### src/verilog/sirq_consts.svh
// sirq_consts.svh: timing counts, frame layout and reset values of the serial irq/rx-error block
// assumes: included by its bare name from the package or a design file
`ifndef SIRQ_CONSTS_SVH
`define SIRQ_CONSTS_SVH

// ----------------------------------------
// oversampling and frame layout
// ----------------------------------------
`define SIRQ_OVS_RATIO     16
`define SIRQ_OVS_HALF      8
`define SIRQ_DATA_BITS     8
`define SIRQ_CNT_W         4
`define SIRQ_BIT_W         4
`define SIRQ_DIV_W         16
`define SIRQ_DIV_RESET     16'h000F

// ----------------------------------------
// reset values
// ----------------------------------------
`define SIRQ_TDR_RESET     8'h00
`define SIRQ_RDR_RESET     8'h00
`define SIRQ_EMPTY_RESET   1'b1

// ----------------------------------------
// request priority codes
// ----------------------------------------
`define SIRQ_PRI_NONE      2'h0
`define SIRQ_PRI_TX        2'h1
`define SIRQ_PRI_RX        2'h2
`define SIRQ_PRI_ERR       2'h3

`endif

### src/verilog/sirq_pkg.sv
// sirq_pkg.sv: types of the serial irq/rx-error block
// assumes: sirq_consts.svh is on the include path
package sirq_pkg;
    `include "sirq_consts.svh"

    // receiver state, gray along the usual path
    typedef enum logic [1:0] {
        SIRQ_IDLE  = 2'b00,
        SIRQ_START = 2'b01,
        SIRQ_DATA  = 2'b11,
        SIRQ_STOP  = 2'b10
    } sirq_rx_state_e;

    typedef logic [7:0] sirq_byte_t;
endpackage

### src/verilog/sirq_serial_unit.sv
// sirq_serial_unit.sv: serial unit receive path, status flags and three interrupt requests
// assumes: one clock mclk, active-low async nrst, async serial input rxd, 8N1 or 8E1/8O1 frames
`timescale 1ns/1ps
`default_nettype none
`include "sirq_consts.svh"

// Functional notes
// three separate request outputs: transmit-end, receive-end, receive-error
// transmit-end follows empty flag, receive-end follows full flag, each enable-gated
// receive-error is OR of overrun, framing, parity flags, gated by rx enable; code gates it by rx_irq_enable, not rx_enable
// priority: receive-error highest, then receive-end, then transmit-end
// only transmit-end and receive-end may go to the transfer controller
// controller write to transmit data clears empty flag when triggered by transmit-end
// controller read of receive data clears full flag when triggered by receive-end
// transmit data writable anytime; writing while not empty overwrites pending byte
// software should check empty flag is 1 before writing transmit data
// overrun sets overrun flag, full stays set, no copy into receive data
// framing/parity without overrun set flags and copy data; full flag stays 0
// continuous low line gives framing error and all-zero byte in receive data
// reception continues during break so framing error recurs after clearing
// receive sample clock runs at sixteen times the bit rate
// start edge found by sampling line on sample clock falling edges
// every frame bit sampled on rising sample edge at bit centre
// overrun raised when next frame completes while full flag still set
// after overrun, reception blocked until overrun flag cleared
// software clears full flag by reading status then writing zero
// centre sample eight sample clocks after boundary, then every sixteen
module sirq_serial_unit
    import sirq_pkg::*;
#(
    parameter int DIV_W = `SIRQ_DIV_W
) (
    input  wire logic             mclk,            // 250 MHz system clock
    input  wire logic             nrst,            // async reset, active low
    input  wire logic             rxd,             // serial receive line, async
    input  wire logic [DIV_W-1:0] baud_div,        // half-period of 16x clock minus one
    input  wire logic             rx_enable,       // receiver on
    input  wire logic             parity_enable,   // frame carries parity bit
    input  wire logic             parity_odd,      // odd parity when set
    input  wire logic             tx_irq_enable,   // transmit-end request enable
    input  wire logic             rx_irq_enable,   // receive-end/error request enable
    input  wire logic             tx_dtc_route,    // tx-end serviced by transfer controller
    input  wire logic             rx_dtc_route,    // rx-end serviced by transfer controller
    input  wire logic             status_read,     // software read of status, pulse
    input  wire logic             clr_full,        // software writes 0 to full flag, pulse
    input  wire logic             clr_empty,       // software writes 0 to empty flag, pulse
    input  wire logic             clr_overrun,     // software writes 0 to overrun flag, pulse
    input  wire logic             clr_framing,     // software writes 0 to framing flag, pulse
    input  wire logic             clr_parity,      // software writes 0 to parity flag, pulse
    input  wire logic             tdr_write,       // write of transmit data, pulse
    input  wire logic             tdr_by_dtc,      // that write is a controller access
    input  wire logic [7:0]       tdr_wdata,       // transmit data written
    input  wire logic             rdr_read,        // read of receive data, pulse
    input  wire logic             rdr_by_dtc,      // that read is a controller access
    input  wire logic             tsr_load,        // transmitter moved data to shift reg, pulse
    output logic [7:0]            tx_data_reg,     // transmit data register
    output logic [7:0]            rx_data_reg,     // receive data register
    output logic                  tx_buf_empty_flag, // transmit buffer empty
    output logic                  rx_buf_full_flag,  // receive buffer full
    output logic                  overrun_flag,    // overrun error
    output logic                  framing_err_flag, // framing error
    output logic                  parity_err_flag, // parity error
    output logic                  tx_end_irq,      // to cpu interrupt controller
    output logic                  rx_end_irq,      // to cpu interrupt controller
    output logic                  rx_error_irq,    // to cpu interrupt controller, always
    output logic                  tx_end_dtc_req,  // to transfer controller
    output logic                  rx_end_dtc_req,  // to transfer controller
    output logic [1:0]            irq_priority     // highest pending request code
);

    // ----------------------------------------
    // input synchroniser
    // ----------------------------------------
    logic rxd_meta_r, rxd_sync_r;

    always_ff @(posedge mclk or negedge nrst) begin
        if (!nrst) begin
            rxd_meta_r <= 1'b1;
            rxd_sync_r <= 1'b1;
        end else begin
            rxd_meta_r <= rxd;
            rxd_sync_r <= rxd_meta_r;
        end
    end

    // ----------------------------------------
    // 16x sample clock as rise/fall enables
    // ----------------------------------------
    logic [DIV_W-1:0] div_r, div_nxt;
    logic             ovs_r, ovs_nxt;
    logic             ovs_rise, ovs_fall;

    // sixteen-times clock
    always_comb begin
        div_nxt  = div_r - 1'b1;
        ovs_nxt  = ovs_r;
        ovs_rise = 1'b0;
        ovs_fall = 1'b0;
        if (div_r == '0) begin
            div_nxt  = baud_div;
            ovs_nxt  = ~ovs_r;
            ovs_rise = ~ovs_r;
            ovs_fall = ovs_r;
        end
    end

    always_ff @(posedge mclk or negedge nrst) begin
        if (!nrst) begin
            div_r <= DIV_W'(`SIRQ_DIV_RESET);
            ovs_r <= 1'b0;
        end else begin
            div_r <= div_nxt;
            ovs_r <= ovs_nxt;
        end
    end

    // ----------------------------------------
    // receiver
    // ----------------------------------------
    sirq_rx_state_e             st_r, st_nxt;
    logic [`SIRQ_CNT_W-1:0]     tick_r, tick_nxt;
    logic [`SIRQ_BIT_W-1:0]     bit_r, bit_nxt;
    sirq_byte_t                 rsr_r, rsr_nxt;
    logic                       par_r, par_nxt;
    logic                       perr_r, perr_nxt;
    logic                       frame_done, stop_bit;
    logic                       centre;

    assign centre = ovs_rise && (tick_r == '0);

    always_comb begin
        st_nxt     = st_r;
        tick_nxt   = tick_r;
        bit_nxt    = bit_r;
        rsr_nxt    = rsr_r;
        par_nxt    = par_r;
        perr_nxt   = perr_r;
        frame_done = 1'b0;
        stop_bit   = 1'b1;
        if (ovs_rise && tick_r != '0 && st_r != SIRQ_IDLE) begin
            tick_nxt = tick_r - 1'b1;
        end
        unique case (st_r)
            SIRQ_IDLE: begin
                // start edge on falling sample edge
                // blocked while overrun pending
                if (ovs_fall && !rxd_sync_r && rx_enable && !overrun_flag) begin
                    // half a bit to the centre
                    tick_nxt = `SIRQ_CNT_W'(`SIRQ_OVS_HALF - 1);
                    st_nxt   = SIRQ_START;
                end
            end
            SIRQ_START: begin
                // start bit at its centre
                if (centre) begin
                    tick_nxt = `SIRQ_CNT_W'(`SIRQ_OVS_RATIO - 1);
                    bit_nxt  = '0;
                    par_nxt  = parity_odd;
                    perr_nxt = 1'b0;
                    st_nxt   = rxd_sync_r ? SIRQ_IDLE : SIRQ_DATA;
                end
            end
            SIRQ_DATA: begin
                // every sixteen clocks
                if (centre) begin
                    tick_nxt = `SIRQ_CNT_W'(`SIRQ_OVS_RATIO - 1);
                    bit_nxt  = bit_r + 1'b1;
                    if (bit_r < `SIRQ_BIT_W'(`SIRQ_DATA_BITS)) begin
                        rsr_nxt = {rxd_sync_r, rsr_r[7:1]};
                        par_nxt = par_r ^ rxd_sync_r;
                    end else begin
                        perr_nxt = par_r ^ rxd_sync_r;
                    end
                    if (bit_r == `SIRQ_BIT_W'(`SIRQ_DATA_BITS - 1) + {3'h0, parity_enable}) begin
                        st_nxt = SIRQ_STOP;
                    end
                end
            end
            SIRQ_STOP: begin
                if (centre) begin
                    frame_done = 1'b1;
                    stop_bit   = rxd_sync_r;
                    st_nxt     = SIRQ_IDLE;
                end
            end
        endcase
        if (!rx_enable) begin
            st_nxt = SIRQ_IDLE;
        end
    end

    always_ff @(posedge mclk or negedge nrst) begin
        if (!nrst) begin
            st_r   <= SIRQ_IDLE;
            tick_r <= '0;
            bit_r  <= '0;
            rsr_r  <= `SIRQ_RDR_RESET;
            par_r  <= 1'b0;
            perr_r <= 1'b0;
        end else begin
            st_r   <= st_nxt;
            tick_r <= tick_nxt;
            bit_r  <= bit_nxt;
            rsr_r  <= rsr_nxt;
            par_r  <= par_nxt;
            perr_r <= perr_nxt;
        end
    end

    // ----------------------------------------
    // flags and data registers
    // ----------------------------------------
    sirq_byte_t tdr_r, tdr_nxt, rdr_r, rdr_nxt;
    logic       empty_r, empty_nxt, full_r, full_nxt;
    logic       ovr_r, ovr_nxt, fer_r, fer_nxt, per_r, per_nxt;
    logic       full_seen_r, full_seen_nxt;
    logic       ovr_ev, fer_ev, per_ev;

    always_comb begin
        tdr_nxt       = tdr_r;
        rdr_nxt       = rdr_r;
        empty_nxt     = empty_r;
        full_nxt      = full_r;
        ovr_nxt       = ovr_r;
        fer_nxt       = fer_r;
        per_nxt       = per_r;
        full_seen_nxt = full_seen_r;
        // next frame ends while still full
        ovr_ev = frame_done && full_r;
        // zero stop bit on a held-low line
        // break keeps producing framing errors
        fer_ev = frame_done && !stop_bit;
        per_ev = frame_done && parity_enable && perr_r;

        // write replaces pending byte
        if (tdr_write) begin
            tdr_nxt = tdr_wdata;
        end
        // status read arms software clear
        if (status_read) begin
            full_seen_nxt = full_r;
        end
        if (clr_empty) begin
            empty_nxt = 1'b0;
        end
        // controller write clears empty flag
        if (tdr_write && tdr_by_dtc && tx_end_dtc_req) begin
            empty_nxt = 1'b0;
        end
        if (tsr_load) begin
            empty_nxt = 1'b1;
        end
        if (clr_full && full_seen_r) begin
            full_nxt      = 1'b0;
            full_seen_nxt = 1'b0;
        end
        // controller read clears full flag
        if (rdr_read && rdr_by_dtc && rx_end_dtc_req) begin
            full_nxt = 1'b0;
        end
        if (clr_overrun) begin
            ovr_nxt = 1'b0;
        end
        if (clr_framing) begin
            fer_nxt = 1'b0;
        end
        if (clr_parity) begin
            per_nxt = 1'b0;
        end
        if (frame_done) begin
            fer_nxt = fer_nxt | fer_ev;
            per_nxt = per_nxt | per_ev;
            if (ovr_ev) begin
                // overrun keeps full set, no copy
                ovr_nxt  = 1'b1;
                full_nxt = 1'b1;
            end else begin
                // copy; full only on clean frame
                // break byte is all zero
                rdr_nxt = rsr_r;
                if (!fer_ev && !per_ev) begin
                    full_nxt = 1'b1;
                end
            end
        end
    end

    always_ff @(posedge mclk or negedge nrst) begin
        if (!nrst) begin
            tdr_r       <= `SIRQ_TDR_RESET;
            rdr_r       <= `SIRQ_RDR_RESET;
            empty_r     <= `SIRQ_EMPTY_RESET;
            full_r      <= 1'b0;
            ovr_r       <= 1'b0;
            fer_r       <= 1'b0;
            per_r       <= 1'b0;
            full_seen_r <= 1'b0;
        end else begin
            tdr_r       <= tdr_nxt;
            rdr_r       <= rdr_nxt;
            empty_r     <= empty_nxt;
            full_r      <= full_nxt;
            ovr_r       <= ovr_nxt;
            fer_r       <= fer_nxt;
            per_r       <= per_nxt;
            full_seen_r <= full_seen_nxt;
        end
    end

    assign tx_data_reg       = tdr_r;
    assign rx_data_reg       = rdr_r;
    assign tx_buf_empty_flag = empty_r;
    assign rx_buf_full_flag  = full_r;
    assign overrun_flag      = ovr_r;
    assign framing_err_flag  = fer_r;
    assign parity_err_flag   = per_r;

    // ----------------------------------------
    // requests and priority
    // ----------------------------------------
    logic tx_req, rx_req, err_req;

    // enable-gated buffer flags
    assign tx_req  = empty_r & tx_irq_enable;
    assign rx_req  = full_r & rx_irq_enable;
    // error OR gated by rx irq enable
    assign err_req = (ovr_r | fer_r | per_r) & rx_irq_enable;

    // separate lines
    // error never routed to controller
    assign tx_end_irq     = tx_req & ~tx_dtc_route;
    assign rx_end_irq     = rx_req & ~rx_dtc_route;
    assign rx_error_irq   = err_req;
    assign tx_end_dtc_req = tx_req & tx_dtc_route;
    assign rx_end_dtc_req = rx_req & rx_dtc_route;

    // error over rx-end over tx-end
    always_comb begin
        if (err_req) begin
            irq_priority = `SIRQ_PRI_ERR;
        end else if (rx_req) begin
            irq_priority = `SIRQ_PRI_RX;
        end else if (tx_req) begin
            irq_priority = `SIRQ_PRI_TX;
        end else begin
            irq_priority = `SIRQ_PRI_NONE;
        end
    end

endmodule
`default_nettype wire

### config.mk
export PLATFORM = sky130hd
export DESIGN_NAME = sirq_serial_unit
export DESIGN_NICKNAME = d
export VERILOG_FILES = /design/src/verilog/sirq_pkg.sv /design/src/verilog/sirq_serial_unit.sv
export VERILOG_INCLUDE_DIRS = /design/src /design/src/verilog
export SDC_FILE = /design/constraint.sdc
export NUM_CORES = 1
export LEC_CHECK = 0
export CAP_MARGIN = 25
export CORE_MARGIN = 2
export CORE_UTILIZATION = 43
export DETAILED_ROUTE_END_ITERATION = 8
export DONT_BUFFER_PORTS = 1
export REMOVE_ABC_BUFFERS = 1
export SLEW_MARGIN = 20
export SYNTH_ARGS = -nofsm -noshare
export SYNTH_HDL_FRONTEND = slang
export SYNTH_SLANG_ARGS = --single-unit
### constraint.sdc
create_clock -name mclk -period 3.1 [get_ports mclk]
set_input_delay 0.155 -clock mclk [delete_from_list [all_inputs] [get_ports mclk]]
set_output_delay 0.155 -clock mclk [all_outputs]
set_load 0.02 [all_outputs]
==> metrics.log, run 1 <==
[metrics] status: finished clean
[metrics] adder and majority gate portion of the synthesized area: 0.01659
[metrics] clock period minus final worst setup slack: 2582 ps
[metrics] multi-input gate area in the final layout: 0.001360 sq mm
[metrics] register area share after synthesis: 0.5089
[metrics] register bank with the most flops: div_r
[metrics] first drt pass iteration count: 4
[metrics] area share of the leading cell type in the synthesized netlist: 0.4479
[metrics] number of enable flip-flop cells after synthesis: 0
[metrics] global-route wire length before repair: 9873 microns
[metrics] via count of the routed design: 2,199
[metrics] maximum VDD drop: 0.3634 mV
[metrics] Nets: 372
[metrics] type of the worst setup path: reg -> reg
[metrics] total clock buffers created by CTS: 9
[metrics] Setup violations, final: 0
[metrics] clock sinks: 61
[metrics] Startpoint Class: register
[metrics] worst hold path type: in -> reg
[metrics] share of synthesized area spent on multiplexers: 0.1199
[metrics] Cell variety after synth: 54
[metrics] portion of total power attributed to sequential cells: 0.478
[metrics] fin. max-slew vios: 0
[metrics] vias in the first global route: 2,185
[metrics] unrepaired setup endpoints after global routing: no
[metrics] WP data arrival: 2800 ps
[metrics] detailed-route wire length per cell: 14.20 microns
[metrics] number of warning messages in the yosys log: 0
[metrics] Max-cap violations: 0
[metrics] reported net switching power: 0.5461 mW
[metrics] Clock Latency Late Sink: 330 ps
[metrics] switching power share of the total: 0.2547
[metrics] placed insts: 368
[metrics] final antenna-violating net count: 0
[metrics] maximum number of pins on one net before global-route repair: 62
[metrics] compound-gate portion of the synthesized area: 0.09083
[metrics] post-synthesis simple-gate area fraction: 0.1858
[metrics] dominant synthesized flop cell: dfrtp_1
[metrics] height of the die: 87.76 microns
[metrics] total global-route track usage: 0.1668
[metrics] core area: 0.006794 sq mm
[metrics] async set-reset flop share out of synthesis: 1.000
[metrics] Hold Violations, Final: 0
[metrics] largest cells by area after synthesis: dfrtp_1 45%, mux2_2 6.3%, dfstp_2 6.1%
[metrics] clock tree root driver cell: clkbuf_8
[metrics] biggest fanout along the worst timing path: 8
[metrics] clock tree from TritonCTS: yes
[metrics] Buffers on Ports: 0
[metrics] required time of the worst setup path: 3320 ps
[metrics] Filler cells: 605
[metrics] power density normalized to cell area: 574.9 mW/mm^2
[metrics] Cells after Synth: 281
[metrics] period utilization: 0.8330
[metrics] DRC viols: 0
[metrics] relative contribution of the clock network to total power: 0.391
[metrics] Post-Synth XOR/XNOR Area: 0.03774
[metrics] DR iter-0 viols: 102
[metrics] remaining global-route overflow: 0
[metrics] effective utilization at floorplan: 0.4440
[metrics] dominant cell type by area after synthesis: dfrtp_1
[metrics] final sum of negative setup slack: 0 ps
[metrics] floorplan die width: 87.76 microns
[metrics] leakage power: 1.657 nW
[metrics] number of diodes added for antenna fixing: 0
[metrics] measured slew at the worst slew-check pin: 659.9 ps
[metrics] count of pins on the block boundary: 73
[metrics] layout-stage area growth over the synthesis result: 23.64%
[metrics] ratio of routed vias to standard cells: 5.186
[metrics] number of antenna violations at the first check in global routing: 0
[metrics] overall die area: 0.007702 sq mm
[metrics] CTS H-Tree Depth: 3
[metrics] total standard cell area after synthesis: 0.003017 sq mm
[metrics] maximum count of clock buffers along a single path: 2
[metrics] clock skew after layout: 7.687 ps
[metrics] hold-fix buffer count after cts: 40
[metrics] portion of total power attributed to combinational logic: 0.132
[metrics] worst-case headroom to the max-slew limit: 0.5577
[metrics] global placer's final weighted congestion: 0.7976
[metrics] Largest register FFs: 16
[metrics] sequential cell area: 0.001535 sq mm
[metrics] count of standard-cell rows: 30
[metrics] fraction of final layout cells sized beyond drive strength 1: 0.1768
[metrics] maximum clock frequency: 387.3 MHz
[metrics] dominant combinational cell family by area after synthesis: simple AND/OR/NAND/NOR gates
[metrics] syn avg cell area: 10.74 sq um
[metrics] total detailed-routing wirelength: 6019 microns
[metrics] clock edge transition at the registers on the reported setup and hold paths: 70 ps
[metrics] total setup buffers inserted after CTS: 0
[metrics] Resized Gates After CTS: 0
[metrics] Worst Setup End Kind: register
[metrics] detailed-placement wirelength estimate: 3924 microns
[metrics] flop and latch count out of synthesis: 61
[metrics] fin cells: 424
[metrics] internal power: 1.598 mW
stage by stage:
| stage | setup slack (ps) | power, mW | util | hold WS (ps) | cell area (sq um) |
|---|---|---|---|---|---|
| floorplan | 762.3 | 1.204 | - | -140.6 | 2944 |
| finish | 517.8 | 2.144 | 0.5490 | 20.35 | 3730 |
| global placement | 544.3 | 1.248 | 0.4532 | -139.4 | 3079 |
| global route | 391.1 | 2.254 | 0.5490 | 19.36 | 3730 |
| CTS | 509.9 | 2.169 | 0.5490 | 16.07 | 3730 |
| detailed placement | 518.3 | 1.255 | 0.4532 | -139.4 | 3079 |
per-layer routing:
layer	vias to the layer above	part of all wire	global-route usage
met5	-	0	0
met4	0	0.016	0.06853
met3	9	0.072	0.06032
met2	75	0.45	0.2631
met1	1039	0.46	0.2086
li1	1076	-	-
synthesized netlist by cell type, drive strengths merged (5+ instances only):
cell     n
buf      5
clkbuf   6
nand3    9
xnor2    7
xor2     6
mux2    25
nor2    25
nand2   30
mux2i    5
a21oi   18
nor3    11
dfrtp   54
dfstp    7
o22ai    5
inv     13
worst paths after layout:
| check | start | to | slack (ps) | depth (start not counted) |
|---|---|---|---|---|
| hold reg to reg | rxd_meta_r | rxd_sync_r | 360 | 0 |
| setup / recovery | div_r[4] | rx_data_reg[2] | 520 | 5 |
| setup reg to reg | div_r[4] | rx_data_reg[2] | 520 | 5 |
| max in group asynchronous | nrst | div_r[3] | 2430 | 2 |
| hold / removal | status_read | full_seen_r | 20 | 2 |
| min in group asynchronous | nrst | tx_data_reg[3] | 340 | 2 |
cell type report:
cell class	count	share of cell area
clock buffers	12	0.03623
well taps	96	0.03220
repair buffers	42	0.1161
flip-flops and latches	61	0.4116
inverters	13	0.01308
clock inverters	4	0.02617
multi-input cells	196	0.3646
cell families after synthesis:
logic type      count (synthesis)
xor+xnor                       13
buf+inv                        24
mux                            30
simple gates                  106
compound gates                 43
fa+ha+maj                       4
flops                          61
power by group through the flow:
stage	Clock, mW	Sequential (mW)	Combinational [mW]
6_report	0.838	1.02	0.282
5_1_grt	0.893	1.04	0.324
4_1_cts	0.862	1.02	0.284
3_5_place_dp	0	1.04	0.218
3_3_place_gp	0	1.03	0.215
2_1_floorplan	0	1.02	0.187
layout by cell type, fill, tap and decap left out, drive strengths merged, types with 4 or more instances in the layout:
cell type    instances
dlygate4sd3         39
xnor2                7
nand3                9
o21ai                4
a21oi               18
inv                 13
dfrtp               54
nor3                11
mux2                25
nor2                25
nand4                4
mux2i                5
or3                  4
ha                   4
xor2                 6
dfstp                7
o22ai                5
nand2               30
nor4                 4
clkbuf              12
worst max-delay path, stage by stage (launching register included):
cell and delay (ps):
dfrtp_1 440, nor4_4 370, and4_1 390, nand3_2 130, or4b_1 750, mux2_4 390
(Power assumes the default switching activity.)
==> run 2: changes to the inputs <==
Clock period 3.1 ns to 2.6 ns, I/O delays scaled along.
==> run 2 against run 1 <==
  * Largest cell class unchanged
  * Sequential power increased by 20%
  * Utilization increased by 0.18 points
  * Highest routed layer unchanged
  * Sequential share of layout area decreased by 0.14 points
  * Register-to-register slack got worse by 350 ps
  * Clock skew about the same
  * Maximum frequency increased by 6.3%
==> metrics.log, run 2 (synthesized netlist as in run 1, its figures left out) <==
[metrics] status: finished clean
[metrics] Worst R2R End: rx_data_reg[4]
[metrics] Buffers on Ports: 0 (unchanged)
[metrics] clock tree from TritonCTS: yes
[metrics] worst hold endpoint: rx_buf_full_flag
[metrics] effective utilization at floorplan: 0.4440 (unchanged)
[metrics] remaining global-route overflow: 0 (unchanged)
[metrics] number of antenna violations at the first check in global routing: 0 (unchanged)
[metrics] total global-route track usage: 0.1734 (+0.006599)
[metrics] DR iter-0 viols: 95 (-6.9%)
[metrics] period utilization: 0.9340 (+0.1010)
[metrics] first drt pass iteration count: 4 (unchanged)
[metrics] clock sinks: 61 (unchanged)
[metrics] height of the die: 87.76 microns (unchanged)
[metrics] vias in the first global route: 2,244 (+2.7%)
[metrics] worst-case headroom to the max-slew limit: 0.6624 (+0.1048)
[metrics] commonest non-fill, non-tap cell in the layout: dfrtp_1
[metrics] overall die area: 0.007702 sq mm (unchanged)
[metrics] worst r2r path cells: 5 (unchanged)
[metrics] final sum of negative setup slack: 0 ps (unchanged)
[metrics] maximum clock frequency: 411.8 MHz (+6.3%)
[metrics] total detailed-routing wirelength: 6118 microns (+1.6%)
[metrics] global placer's final weighted congestion: 0.7940 (-0.45%)
[metrics] Startpoint Class: register
[metrics] commonest non-fill, non-tap cells in the layout: 54 x dfrtp_1, 41 x dlygate4sd3_1, 30 x nand2_1
[metrics] detailed-placement wirelength estimate: 3929 microns (+0.12%)
[metrics] Hold Violations, Final: 0 (unchanged)
[metrics] power density normalized to cell area: 620.9 mW/mm^2 (+8.0%)
[metrics] register bank with the most flops: div_r
[metrics] setup slack of the most critical reg-to-reg path: 170 ps (-350 ps)
[metrics] maximum count of clock buffers along a single path: 2 (unchanged)
[metrics] Worst Setup End Kind: register
[metrics] worst hold path cell count: 3 (+1)
[metrics] clock edge transition at the registers on the reported setup and hold paths: 70 ps (about the same)
[metrics] via count of the routed design: 2,238 (+1.8%)
[metrics] layout-stage area growth over the synthesis result: 24.06%
[metrics] Filler cells: 589 (-2.6%)
[metrics] maximum VDD drop: 0.4481 mV (+23%)
[metrics] clock skew after layout: 7.825 ps (+0.1384 ps)
[metrics] Setup violations, final: 0 (unchanged)
[metrics] Nets: 381 (+2.4%)
[metrics] Largest register FFs: 16 (unchanged)
[metrics] type of the worst setup path: reg -> reg
[metrics] biggest fanout along the worst timing path: 8 (unchanged)
[metrics] maximum number of pins on one net before global-route repair: 62 (unchanged)
[metrics] final core utilization: 0.5508 (+0.001842)
[metrics] total clock buffers created by CTS: 9 (unchanged)
[metrics] final antenna-violating net count: 0 (unchanged)
[metrics] clock tree root driver cell: clkbuf_8
[metrics] measured slew at the worst slew-check pin: 506.4 ps (-153.6 ps)
[metrics] fraction of final layout cells sized beyond drive strength 1: 0.1929 (+0.01605)
[metrics] count of standard-cell rows: 30 (unchanged)
[metrics] WP data arrival: 2650 ps (-150 ps)
[metrics] hold path start: parity_enable
[metrics] detailed-route wire length per cell: 14.13 microns (-0.47%)
[metrics] DRC viols: 0 (unchanged)
[metrics] count of pins on the block boundary: 73 (unchanged)
[metrics] Max-cap violations: 0 (unchanged)
[metrics] worst reg2reg path startpoint: div_r[4]
[metrics] Clock Latency Late Sink: 330 ps (about the same)
[metrics] fin. max-slew vios: 0 (unchanged)
[metrics] unrepaired setup endpoints after global routing: no
[metrics] clock period minus final worst setup slack: 2428 ps (-154.0 ps)
[metrics] global-route wire length before repair: 10,180 microns (+3.1%)
[metrics] core area: 0.006794 sq mm (unchanged)
[metrics] CTS H-Tree Depth: 3 (unchanged)
[metrics] number of diodes added for antenna fixing: 0 (unchanged)
[metrics] required time of the worst setup path: 2820 ps (-500 ps)
[metrics] floorplan die width: 87.76 microns (unchanged)
[metrics] leakage power: 1.684 nW (+1.7%)
[metrics] worst hold path type: in -> reg
[metrics] ratio of routed vias to standard cells: 5.169 (-0.34%)
==> run 2: cell types whose count changed in the layout (fill, tap and decap cells not counted), sizes merged <==
cell,change
clkinv,+2
buf,+7
clkbuf,+2
bufinv,-3
dlygate4sd3,+2
clkinvlp,-1
==> run 2: what timing repair did <==
item,in CTS,in global routing
hold buffers,42,0
setup buffers,0,0
resized for setup,0,0
hold endpoints to repair,91,0
==> run 2: worst max path at each step <==
stage | startpoint | endpoint | slack [ps] | depth (start not counted)
floorplan | div_r[4] | rx_data_reg[0] | 260 | 5
global placement | div_r[4] | rx_data_reg[4] | 210 | 5
detailed placement | div_r[4] | rx_data_reg[4] | 150 | 5
CTS | div_r[4] | rx_data_reg[4] | 150 | 5
global route | div_r[4] | rx_data_reg[4] | 80 | 5
finish | div_r[4] | rx_data_reg[4] | 170 | 5
==> run 2: report_power, final <==
group	internal (mW)	switching [mW]	leakage, nW
Clock	0.396	0.343	0.0905
Sequential	1.08	0.143	0.758
Combinational	0.208	0.155	0.836
Total	1.68	0.641	1.68
==> run 2: per-layer routing <==
metal / GRT usage / vias to the layer above / routed length, microns
met2: 0.2720 / 82 / 2805
met3: 0.05561 / 9 / 423
met4: 0.06294 / 0 / 87
met5: 0 / - / 0
met1: 0.2259 / 1054 / 2801
li1: - / 1093 / -
==> run 2: per-stage QoR <==
stage / power, mW / hold WS [ps] / instances / cell area, sq um / worst slack [ps]
2_1_floorplan: 1.436 / -165.6 / 270 / 2944 / 262.3
3_3_place_gp: 1.511 / -164.4 / 375 / 3132 / 213.9
3_5_place_dp: 1.520 / -164.3 / 375 / 3132 / 149.4
4_1_cts: 2.357 / 2.686 / 433 / 3742 / 149.1
5_1_grt: 2.469 / 17.92 / 433 / 3742 / 83.36
6_report: 2.324 / 17.31 / 433 / 3742 / 171.7
==> run 2: final cells by class <==
| type | instances | area [sq um] | share of cell area |
|---|---|---|---|
| flip-flops and latches | 61 | 1535 | 0.4102 |
| multi-input cells | 196 | 1360 | 0.3634 |
| repair buffers | 51 | 505.5 | 0.1351 |
| clock buffers | 14 | 162.7 | 0.04346 |
| well taps | 96 | 120.1 | 0.03210 |
| inverters | 13 | 48.80 | 0.01304 |
| clock inverters | 2 | 10.01 | 0.002675 |
==> run 2: worst max-delay path, cell delays in order, from the launching register on <==
cell	delay [ps]
dfrtp_1	430
nor4_4	350
and4_1	300
nand3_2	100
or4b_1	740
mux2_4	390
